==> src/hco_pkg.sv <==
/*
 * Constants, modes and the state record of the host clock output control block.
 * Assumes one 100 MHz system clock and inputs synchronous to it except power_down_n.
 */
package hco_pkg;

   localparam int HCO_CLK_KHZ = 100000;
   localparam int HCO_RATE_SCALE = 16;
   localparam int HCO_NUM_NCO = 4;
   localparam int HCO_NUM_CH = 5;
   localparam int HCO_CH_HOST = 0;
   localparam int HCO_CH_MEM = 1;
   localparam int HCO_CH_FAST = 2;
   localparam int HCO_CH_APIC = 3;
   localparam int HCO_CH_SLOW = 4;

   // Output rates in kHz, shown at 1/HCO_RATE_SCALE of the real rate
   localparam longint HCO_F_HOST133_KHZ = 133333;
   localparam longint HCO_F_HOST100_KHZ = 100000;
   localparam longint HCO_F_MEM66_KHZ = 66667;
   localparam longint HCO_F_MEM50_KHZ = 50000;
   localparam longint HCO_F_FAST_KHZ = 66667;
   localparam longint HCO_F_APIC_KHZ = 33333;

   function automatic logic [31:0] hco_inc(input longint fKhz);
      longint prod;
      prod = (64'd2 * fKhz * (64'd1 << 32)) / (64'(HCO_RATE_SCALE) * 64'(HCO_CLK_KHZ));
      return prod[31:0];
   endfunction : hco_inc

   // Down-spread: -0.5 % at 31.5 kHz, triangle of 512 steps
   localparam int HCO_SPREAD_HZ = 31500;
   localparam int HCO_SPREAD_STEPS = 512;
   localparam int HCO_SPREAD_STEP_CYC =
      (HCO_CLK_KHZ * 1000) / (HCO_SPREAD_HZ * HCO_SPREAD_STEPS);
   localparam logic [5:0] HCO_SPREAD_GAIN = 6'h29;
   localparam int HCO_SPREAD_SHIFT = 21;

   // Register map
   localparam logic [11:0] HCO_OFS_CTRL = 12'h000;
   localparam logic [11:0] HCO_OFS_STATUS = 12'h004;
   localparam logic HCO_CTRL_RESET = 1'b1;
   localparam logic [2:0] HCO_MULT_PD = 3'h2;

   typedef enum logic [2:0] {
      HCO_MODE_N100 = 3'b000,
      HCO_MODE_PART = 3'b001,
      HCO_MODE_RSV2 = 3'b010,
      HCO_MODE_TRI = 3'b011,
      HCO_MODE_N133 = 3'b100,
      HCO_MODE_RSV5 = 3'b101,
      HCO_MODE_RSV6 = 3'b110,
      HCO_MODE_TEST = 3'b111
   } hco_mode_type;

   typedef enum logic [2:0] {
      HCO_CH_RUN = 3'b000,
      HCO_CH_WAIT_F1 = 3'b001,
      HCO_CH_WAIT_R = 3'b010,
      HCO_CH_WAIT_F2 = 3'b011,
      HCO_CH_STOP = 3'b100
   } hco_ch_state_type;

   typedef struct packed {
      logic ctrlSpread;
      logic [31:0] prdata;
      logic pready;
      logic pslverr;
      logic pdSync1;
      logic pdSync2;
      logic pinCaptured;
      logic [2:0] pinLatch;
      hco_mode_type mode;
      logic [HCO_NUM_NCO-1:0][31:0] phase;
      logic [8:0] sweep;
      logic [7:0] stepCnt;
      logic xtalPrev;
      logic [2:0] xtalDiv;
      logic [HCO_NUM_CH-1:0] lvl;
      hco_ch_state_type [HCO_NUM_CH-1:0] chState;
      logic oscRun;
      logic pllRun;
      logic hostTrue;
      logic hostComp;
      logic hostTrueOeN;
      logic hostCompOeN;
      logic [2:0] currentMult;
      logic memTrue;
      logic memComp;
      logic memOeN;
      logic fastOut;
      logic slowOut;
      logic refOeN;
      logic [2:0] apicOut;
      logic [2:0] apicOeN;
   } hco_state_type;

endpackage : hco_pkg

==> src/hco_clock_ctrl.sv <==
/*
 * Control logic of the motherboard host clock generator: mode decode, shared pins,
 * current multiplier, spread, and the per-output power-down sequence, with an APB slave.
 * Assumes a 100 MHz clk_sys, inputs synchronous to it except power_down_n, and an
 * external analog stage that turns the level and enable outputs into clock buffers.
 */
// Implementation choices: the APB register port and the register addresses.
// Summary of operation
// The three APIC clock outputs are driven when the APIC enable input is high, else off.
// Both selects low runs host at 133 or 100 MHz by speed select, memory at 66.67 or 50.
// Speed low with selects 0,1 keeps host at 100 MHz and stops every other output low.
// Speed low with both selects high tristates all; all three high gives crystal dividers.
// In power-down all clocks stop low, host true drives twice the reference, complement off.
// The asynchronous power-down input is synchronised and taken at each output's own edges.
// After power-down each output shows falling, rising, falling edges before stopping low.
// When every output has stopped, oscillator and PLL turn off until power-down ends.
// Current select 00, 01, 10, 11 gives host multipliers 5, 6, 4, 7.
// Spread enable low applies -0.5 % down-spread at 31.5 kHz to all but the slow ref.
// Memory and host complement outputs are the inverse of their true outputs.
// With APIC enable low the shared pins are live inputs, high they are latched values.
// A slow reference taken straight from the crystal is given in the normal modes.
// A 66.67 MHz fast reference runs in both normal modes whatever the speed select.
// After power-down ends the outside waits 3 ms for PLL lock before using any clock.
// Shared pins are captured once after supply-on reset, never on power-down release.
// Reserved select codes hold every output low.
`timescale 1ns/1ps
module hco_clock_ctrl
   import hco_pkg::*;
#(
   parameter int HOST_PAIRS = 6,
   parameter int SPREAD_STEP_CYC = HCO_SPREAD_STEP_CYC
) (
   // Clock and reset
   input wire logic clk_sys,
   input wire logic srst,
   // APB slave
   input wire logic psel,
   input wire logic penable,
   input wire logic pwrite,
   input wire logic [11:0] paddr,
   input wire logic [31:0] pwdata,
   output logic [31:0] prdata,
   output logic pready,
   output logic pslverr,
   // Control pins
   input wire logic apic_clock_enable_cfg,
   input wire logic host_speed_select,
   input wire logic power_down_n,
   input wire logic current_mult_sel0,
   input wire logic current_mult_sel1,
   input wire logic crystal_in,
   // Shared pins: 0 frequency select A, 1 frequency select B, 2 spread enable (low)
   input wire logic [2:0] sharedPinIn,
   output logic [2:0] apicClkOut,
   output logic [2:0] apicClkOe_n,
   // Host pairs and current setting
   output logic [HOST_PAIRS-1:0] hostClkTrue,
   output logic [HOST_PAIRS-1:0] hostClkComp,
   output logic hostTrueOe_n,
   output logic hostCompOe_n,
   output logic [2:0] hostCurrentMult,
   // Memory and reference outputs
   output logic memRefTrue,
   output logic memRefComp,
   output logic memRefOe_n,
   output logic fastRefOut,
   output logic slowRefOut,
   output logic refOe_n,
   // Analog enables
   output logic oscEnable,
   output logic pllEnable
);

   if (HOST_PAIRS < 1 || HOST_PAIRS > 6) begin : g_chk_pairs
      $error("HOST_PAIRS must be 1 to 6");
   end
   if (SPREAD_STEP_CYC < 1 || SPREAD_STEP_CYC > 255) begin : g_chk_step
      $error("SPREAD_STEP_CYC must be 1 to 255");
   end

   function automatic logic [2:0] multDecode(input logic s0, input logic s1);
      unique case ({s0, s1})
         2'b00: return 3'h5;
         2'b01: return 3'h6;
         2'b10: return 3'h4;
         2'b11: return 3'h7;
      endcase
   endfunction : multDecode

   function automatic logic isReserved(input hco_mode_type m);
      return (m == HCO_MODE_RSV2) || (m == HCO_MODE_RSV5) || (m == HCO_MODE_RSV6);
   endfunction : isReserved

   hco_state_type st_r;
   hco_state_type st_nxt;

   always_comb begin
      logic [2:0] selUse;
      logic spreadOn;
      logic [7:0] triVal;
      logic [31:0] inc;
      logic [63:0] dec;
      logic [32:0] sum;
      logic xtalRise;
      logic [HCO_NUM_CH-1:0] raw;
      logic [HCO_NUM_CH-1:0] active;
      logic allStop;
      logic pdHeld;
      logic normal;
      st_nxt = st_r;
      raw = '0;
      selUse = '0;
      spreadOn = 1'b0;
      triVal = '0;
      xtalRise = 1'b0;
      allStop = 1'b0;
      pdHeld = 1'b0;
      normal = 1'b0;
      active = '0;
      inc = '0;
      dec = '0;
      sum = '0;
      // APB: one wait-free access phase, answer registered in the setup cycle
      st_nxt.pready = 1'b0;
      st_nxt.pslverr = 1'b0;
      st_nxt.prdata = '0;
      if (psel && !penable) begin
         st_nxt.pready = 1'b1;
         if (paddr == HCO_OFS_CTRL) begin
            st_nxt.prdata = {31'h0, st_r.ctrlSpread};
         end else if (paddr == HCO_OFS_STATUS) begin
            st_nxt.prdata = {12'h0, st_r.pinCaptured, st_r.pllRun, st_r.oscRun,
               !st_r.pdSync2, st_r.lvl, st_r.pinLatch, st_r.mode, 5'h0};
            for (int c = 0; c < HCO_NUM_CH; c++) begin
               st_nxt.prdata[c] = (st_r.chState[c] == HCO_CH_STOP);
            end
         end else begin
            st_nxt.pslverr = 1'b1;
         end
      end
      if (psel && penable && pready && pwrite && paddr == HCO_OFS_CTRL) begin
         st_nxt.ctrlSpread = pwdata[0];
      end
      // Power-down synchroniser
      st_nxt.pdSync1 = power_down_n;
      st_nxt.pdSync2 = st_r.pdSync1;
      // Shared pins caught once after supply-on reset
      if (!st_r.pinCaptured) begin
         st_nxt.pinLatch = sharedPinIn;
         st_nxt.pinCaptured = 1'b1;
      end
      selUse = apic_clock_enable_cfg ? st_r.pinLatch : sharedPinIn;
      st_nxt.mode = hco_mode_type'({host_speed_select, selUse[0], selUse[1]});
      normal = (st_nxt.mode == HCO_MODE_N100) || (st_nxt.mode == HCO_MODE_N133);
      spreadOn = !selUse[2] && st_r.ctrlSpread;
      // Spread triangle
      if (st_r.oscRun) begin
         if (st_r.stepCnt >= 8'(SPREAD_STEP_CYC - 1)) begin
            st_nxt.stepCnt = '0;
            st_nxt.sweep = st_r.sweep + 9'h1;
         end else begin
            st_nxt.stepCnt = st_r.stepCnt + 8'h1;
         end
      end
      triVal = st_r.sweep[8] ? ~st_r.sweep[7:0] : st_r.sweep[7:0];
      // Per-channel phase accumulators
      for (int c = 0; c < HCO_NUM_NCO; c++) begin
         unique case (c)
            HCO_CH_HOST: inc = (st_nxt.mode == HCO_MODE_N133) ?
               hco_inc(HCO_F_HOST133_KHZ) : hco_inc(HCO_F_HOST100_KHZ);
            HCO_CH_MEM: inc = (st_nxt.mode == HCO_MODE_N133) ?
               hco_inc(HCO_F_MEM66_KHZ) : hco_inc(HCO_F_MEM50_KHZ);
            HCO_CH_FAST: inc = hco_inc(HCO_F_FAST_KHZ);
            default: inc = hco_inc(HCO_F_APIC_KHZ);
         endcase
         dec = spreadOn ? ((64'(inc) * 64'(triVal) * 64'(HCO_SPREAD_GAIN))
            >> HCO_SPREAD_SHIFT) : 64'h0;
         sum = {1'b0, st_r.phase[c]} + {1'b0, inc - dec[31:0]};
         if (st_r.oscRun) begin
            st_nxt.phase[c] = sum[31:0];
         end
         raw[c] = st_r.lvl[c] ^ (st_r.oscRun && sum[32]);
      end
      // Test mode dividers from the crystal
      xtalRise = crystal_in && !st_r.xtalPrev;
      st_nxt.xtalPrev = crystal_in;
      if (st_nxt.mode == HCO_MODE_TEST) begin
         if (xtalRise && st_r.oscRun) begin
            st_nxt.xtalDiv = st_r.xtalDiv + 3'h1;
         end
         raw[HCO_CH_HOST] = st_nxt.xtalDiv[0];
         raw[HCO_CH_MEM] = st_nxt.xtalDiv[1];
         raw[HCO_CH_FAST] = st_nxt.xtalDiv[1];
         raw[HCO_CH_APIC] = st_nxt.xtalDiv[2];
      end
      raw[HCO_CH_SLOW] = st_r.oscRun && crystal_in;
      // Which channels carry a clock in this mode
      active[HCO_CH_HOST] = normal || st_nxt.mode == HCO_MODE_PART
         || st_nxt.mode == HCO_MODE_TEST;
      for (int c = 1; c < HCO_NUM_CH; c++) begin
         active[c] = normal || st_nxt.mode == HCO_MODE_TEST;
      end
      active[HCO_CH_APIC] = active[HCO_CH_APIC] && apic_clock_enable_cfg;
      // Per-output stop sequence, each sampling power-down at its own edges
      for (int c = 0; c < HCO_NUM_CH; c++) begin
         unique case (st_r.chState[c])
            HCO_CH_RUN: begin
               if (!st_r.pdSync2 && !active[c]) begin
                  st_nxt.chState[c] = HCO_CH_STOP;
               end else if (!st_r.pdSync2 && raw[c] != st_r.lvl[c]) begin
                  st_nxt.chState[c] = HCO_CH_WAIT_F1;
               end
            end
            HCO_CH_WAIT_F1: begin
               if (st_r.lvl[c] && !raw[c]) begin
                  st_nxt.chState[c] = HCO_CH_WAIT_R;
               end
            end
            HCO_CH_WAIT_R: begin
               if (!st_r.lvl[c] && raw[c]) begin
                  st_nxt.chState[c] = HCO_CH_WAIT_F2;
               end
            end
            HCO_CH_WAIT_F2: begin
               if (st_r.lvl[c] && !raw[c]) begin
                  st_nxt.chState[c] = HCO_CH_STOP;
               end
            end
            HCO_CH_STOP: begin
               if (st_r.pdSync2 && st_r.oscRun) begin
                  st_nxt.chState[c] = HCO_CH_RUN;
               end
            end
            default: st_nxt.chState[c] = HCO_CH_STOP;
         endcase
         st_nxt.lvl[c] = (st_nxt.chState[c] != HCO_CH_STOP) && active[c] && raw[c];
      end
      // Oscillator and PLL shut off once every output is parked
      allStop = 1'b1;
      for (int c = 0; c < HCO_NUM_CH; c++) begin
         allStop = allStop && (st_r.chState[c] == HCO_CH_STOP);
      end
      if (st_r.pdSync2) begin
         st_nxt.oscRun = 1'b1;
      end else if (allStop) begin
         st_nxt.oscRun = 1'b0;
      end
      st_nxt.pllRun = st_nxt.oscRun;
      pdHeld = !st_r.pdSync2 && st_nxt.chState[HCO_CH_HOST] == HCO_CH_STOP;
      // Output stage
      st_nxt.currentMult = pdHeld ? HCO_MULT_PD
         : multDecode(current_mult_sel0, current_mult_sel1);
      st_nxt.hostTrue = pdHeld || st_nxt.lvl[HCO_CH_HOST];
      st_nxt.hostComp = !pdHeld && active[HCO_CH_HOST] && !st_nxt.lvl[HCO_CH_HOST]
         && st_nxt.chState[HCO_CH_HOST] != HCO_CH_STOP;
      st_nxt.hostTrueOeN = !pdHeld && st_nxt.mode == HCO_MODE_TRI;
      st_nxt.hostCompOeN = pdHeld || st_nxt.mode == HCO_MODE_TRI;
      st_nxt.memTrue = st_nxt.lvl[HCO_CH_MEM];
      st_nxt.memComp = active[HCO_CH_MEM] && !st_nxt.lvl[HCO_CH_MEM]
         && st_nxt.chState[HCO_CH_MEM] != HCO_CH_STOP;
      st_nxt.memOeN = st_r.pdSync2 && st_nxt.mode == HCO_MODE_TRI;
      st_nxt.fastOut = st_nxt.lvl[HCO_CH_FAST];
      st_nxt.slowOut = st_nxt.lvl[HCO_CH_SLOW];
      st_nxt.refOeN = st_r.pdSync2 && st_nxt.mode == HCO_MODE_TRI;
      for (int i = 0; i < 3; i++) begin
         st_nxt.apicOut[i] = st_nxt.lvl[HCO_CH_APIC];
         st_nxt.apicOeN[i] = !apic_clock_enable_cfg
            || (st_r.pdSync2 && st_nxt.mode == HCO_MODE_TRI);
      end
      if (isReserved(st_nxt.mode)) begin
         st_nxt.memComp = 1'b0;
      end
   end

   always_ff @(posedge clk_sys) begin
      if (srst) begin
         st_r <= '{ctrlSpread: HCO_CTRL_RESET, hostTrueOeN: 1'b1, hostCompOeN: 1'b1,
            memOeN: 1'b1, refOeN: 1'b1, apicOeN: 3'h7, mode: HCO_MODE_N100,
            chState: '{default: HCO_CH_RUN}, default: '0};
      end else begin
         st_r <= st_nxt;
      end
   end

   assign prdata = st_r.prdata;
   assign pready = st_r.pready;
   assign pslverr = st_r.pslverr;
   assign apicClkOut = st_r.apicOut;
   assign apicClkOe_n = st_r.apicOeN;
   assign hostClkTrue = {HOST_PAIRS{st_r.hostTrue}};
   assign hostClkComp = {HOST_PAIRS{st_r.hostComp}};
   assign hostTrueOe_n = st_r.hostTrueOeN;
   assign hostCompOe_n = st_r.hostCompOeN;
   assign hostCurrentMult = st_r.currentMult;
   assign memRefTrue = st_r.memTrue;
   assign memRefComp = st_r.memComp;
   assign memRefOe_n = st_r.memOeN;
   assign fastRefOut = st_r.fastOut;
   assign slowRefOut = st_r.slowOut;
   assign refOe_n = st_r.refOeN;
   assign oscEnable = st_r.oscRun;
   assign pllEnable = st_r.pllRun;

   logic running;
   assign running = st_r.pdSync2 && st_r.oscRun;
endmodule : hco_clock_ctrl

==> config.mk <==
export PLATFORM = sky130hd
export DESIGN_NAME = hco_clock_ctrl
export DESIGN_NICKNAME = d
export VERILOG_FILES = /design/src/hco_pkg.sv /design/src/hco_clock_ctrl.sv
export SDC_FILE = /design/constraint.sdc
export NUM_CORES = 2
export LEC_CHECK = 0
export BUFFER_PORTS_ARGS = -buffer_cell sky130_fd_sc_hd__buf_2
export CAP_MARGIN = 20
export CORE_UTILIZATION = 49
export DETAILED_ROUTE_END_ITERATION = 12
export GPL_ROUTABILITY_DRIVEN = 0
export PLACE_DENSITY_LB_ADDON = 0.25
export SLEW_MARGIN = 5
export SYNTH_ARGS = -nofsm -noshare
export SYNTH_HDL_FRONTEND = slang
export SYNTH_SLANG_ARGS = --single-unit
export TNS_END_PERCENT = 1
==> constraint.sdc <==
create_clock -name clk_sys -period 31.2 [get_ports clk_sys]
set_input_delay 3.12 -clock clk_sys [delete_from_list [all_inputs] [get_ports clk_sys]]
set_output_delay 3.12 -clock clk_sys [all_outputs]
set_load 0.05 [all_outputs]
==> metrics.md <==
| Metric | Value |
|---|---|
| Initial antenna violation count | `0` |
| Comb power frac | `0.251` |
| Post-Synth Adder-Cell Area | `0.382` |
| Final wirelength | `88400 um` |
| RSZ-0062 raised after global routing | `false` |
| Vias in the first global route | `30700` |
| Fin util | `0.521` |
| Max Freq | `58.7 MHz` |
| Storage cell area | `4230 um2` |
| Clock Skew | `0.0219 ns` |
| Violated checks | `design-rule violations` |
| Post-Synth XOR/XNOR Area | `0.0909` |
| Slowest stage delay, CP | `0.54 ns` |
| Synth Area in Compound Gates | `0.173` |
| CTS Buffer Depth | `3` |
| CTS tree | `yes` |
| Port-buffer cells | `79` |
| Area of the multi-input gates | `32600 um2` |
| Asr flop ratio synth | `0` |
| Syn Area/Cell | `8.30 um2` |
| Slew Limit Fails | `0` |
| Run status | `complete, but fails checks` |
| Worst min path class | `reg2reg` |
| Total grt overflow | `0` |
| Critical path class | `in2reg` |
| Synth Warn # | `0` |
| Crit-path max FO | `28` |
| # DRC | `1` |
| Initial core utilization | `0.495` |
| Via density | `5.56` |
| Post-CTS Setup Bufs | `0` |
| Vias | `32600` |
| Max Cap Viol | `0` |
| Layout cells sized above 1 | `0.0490` |
| FF-to-FF setup slack | `16.06 ns` |
| Post-synth EDFFs | `0` |
| Fin worst setup slack | `14.16 ns` |
| Largest net degree at the start of global routing | `98` |
| Placed cells | `5810` |
| Post-Syn Area | `39800 um2` |
| Post-Synth Simple-Gate Area | `0.147` |
| CP arrival | `17.50 ns` |
| Worst skew pair latency | `0.57 ns` |
| Area delta synth->final | `5.31%` |
| Synth Register Bits | `211` |
| Hold path cells | `1` |
| Fill cells | `7663` |
| Setup TNS | `0 ns` |
| Rel. slew slack | `0.320` |
| Hold Buf Count CTS | `0` |
| Seq pwr share | `0.345` |
| Total power | `842 uW` |
| Root Buffer | `clkbuf_16` |
| GR Util All Layers | `0.213` |
| Worst slew pin tran | `1.02 ns` |
| Clock power share | `0.404` |
| Post-synth cell types | `103` |
| Width of the die | `287 um` |
| Hpwl dp | `72500 um` |
| Critical Path RT | `31.65 ns` |
| Crit share post-route | `0.546` |
| Die area | `82300 um2` |
| Die height | `287 um` |
| Final Instance Count excl. Fillers | `5859` |
| Power per cell area | `20.1 nW/um2` |
| Final setup viols | `0` |
| Mux share of post-synthesis cell area | `0.0257` |
| Final nets | `5911` |
| Net Sw Power | `275 uW` |
| CP max stage cell | `fa_1` |
| FP Rows | `104` |
| IR drop worst, VDD | `0.0345 mV` |
| Leakage | `23.8 nW` |
| Commonest register cell after synthesis | `dfxtp_1` |
| Most common cell on crit path | `ha_1` |
| Wire length per cell | `15.1 um` |
| Final min period | `17.04 ns` |
| H-tree depth | `1` |
| Seq/Total Area, Yosys | `0.106` |
| Post-CTS resize count | `0` |
| Setup crit end kind | `flop` |
| CTS buffer count | `27` |
| R2R depth | `62` |
| Clock sinks | `211` |
| Fin. Hold Viols | `0` |
| Sw frac | `0.327` |
| Post-Syn Instances | `4794` |
| N_diodes | `0` |
| ANT nets after route | `0` |
| Core footprint | `80400 um2` |
| DR pass1 iterations | `9` |
| CP Launch Type | `input pin` |
| Pre-CTS setup slack | `13.63 ns` |
| Power Internal | `567 uW` |
| First-pass GRT wire length | `149000 um` |
| Largest family of logic cells by synthesized area | `adder cells` |
| Total I/O pin count | `123` |
| CTS clk-pin slew, worst paths | `0.06 ns` |
| Iter 0 DRT Violations | `1721` |
## registers in the layout, summed over array words and instances, names as in the netlist
register         cells
st_r               178
prdata              19
hostCurrentMult      3
apicClkOe_n          1
hostClkComp          1
hostClkTrue          1
hostCompOe_n         1
hostTrueOe_n         1
memRefComp           1
pllEnable            1
pready               1
pslverr              1
refOe_n              1
st_nxt               1
## routing by layer
layer | share of wire | global-route usage | vias to the layer above
li1 | - | - | 16600
met1 | 0.50 | 0.310 | 15200
met2 | 0.43 | 0.338 | 661
met3 | 0.051 | 0.0234 | 113
met4 | 0.020 | 0.0459 | 0
met5 | 0 | 0 | -
## worst paths after layout
kind	from	end
setup / recovery	apic_clock_enable_cfg	hostClkTrue[0]
hold / removal	st_r[191]	prdata[6]
setup reg to reg	st_r[61]	hostClkTrue[0]
hold reg to reg	st_r[191]	prdata[6]
## power groups by stage
stage / Clock, mW / Sequential (mW) / Combinational (mW)
after detailed placement: 0 / 0.297 / 0.210
after CTS: 0.352 / 0.291 / 0.211
final: 0.340 / 0.291 / 0.211
after global placement: 0 / 0.296 / 0.208
after floorplan: 0 / 0.296 / 0.176
after global routing: 0.360 / 0.292 / 0.235
## worst max-delay path: cells and delay by family
family,cells,cell delay (ns)
buffers and inverters,7,1.32
AO/OA/AOI/OAI,27,5.92
adder cells (fa/ha/maj),12,4.37
AND/OR/NAND/NOR,11,1.61
XOR/XNOR,4,0.79
multiplexers,1,0.31
## logic make-up (layout without fill, tap and decap cells)
kind of cell    after synthesis  after routing
flops                       211            211
buf+inv                     734            728
compound gates             1045           1045
other cells                   1             12
xor+xnor                    410            410
mux                         100            100
fa+ha+maj                  1074           1074
simple gates               1219           1219
## cell type report
| type | count | area share |
|---|---|---|
| multi-input combinational | 3860 | 0.779 |
| sequential | 211 | 0.101 |
| inverter | 577 | 0.0517 |
| tap | 1060 | 0.0317 |
| clock buffer | 30 | 0.0169 |
| timing repair buffer | 102 | 0.0137 |
| clock inverter | 19 | 0.00597 |
## stage by stage
stage,hold slack [ns],instance area (um2)
final,0.429,41900
after global placement,0.409,40900
after global routing,0.460,41900
after floorplan,0.406,39800
after detailed placement,0.420,40900
after CTS,0.435,41900
## cell usage in the layout (no fill, tap or decap), types with 170 or more instances in the layout
cell type  Yosys  final
nor2_1       399    399
dfxtp_1      211    210
ha_1         842    842
o21ai_0      173    173
inv_1        575    575
xnor2_1      248    248
a21o_1       170    170
a21oi_1      306    306
fa_1         232    232
nand2_1      264    263
## cells in the mapped netlist, types with 12 or more instances
library cell	instances	area [um2]
ha_1	842	10500
nor3_1	84	420
xnor2_1	248	2170
inv_1	575	2160
a31o_2	15	131
o21ai_0	173	866
a211o_1	12	105
a21oi_1	306	1530
a31oi_1	39	244
buf_4	58	435
nand2_1	264	991
and2_1	37	231
or2_2	19	119
and3_1	60	375
nor4_1	18	113
dfxtp_1	211	4220
o21bai_1	41	308
fa_1	232	4640
nor2_1	399	1500
nor2b_1	54	338
o21a_1	34	255
o211ai_1	29	218
nand3_1	107	536
buf_1	15	56.3
xor2_1	160	1400
nand2b_1	55	344
a211oi_1	50	375
clkbuf_1	81	304
a21o_1	170	1280
mux2i_1	93	931
a41oi_1	13	114
o22ai_1	13	81.3
o31ai_1	17	128
nand4_1	35	219
or3_1	36	225
Note: power is estimated with default switching activity, not from simulation.
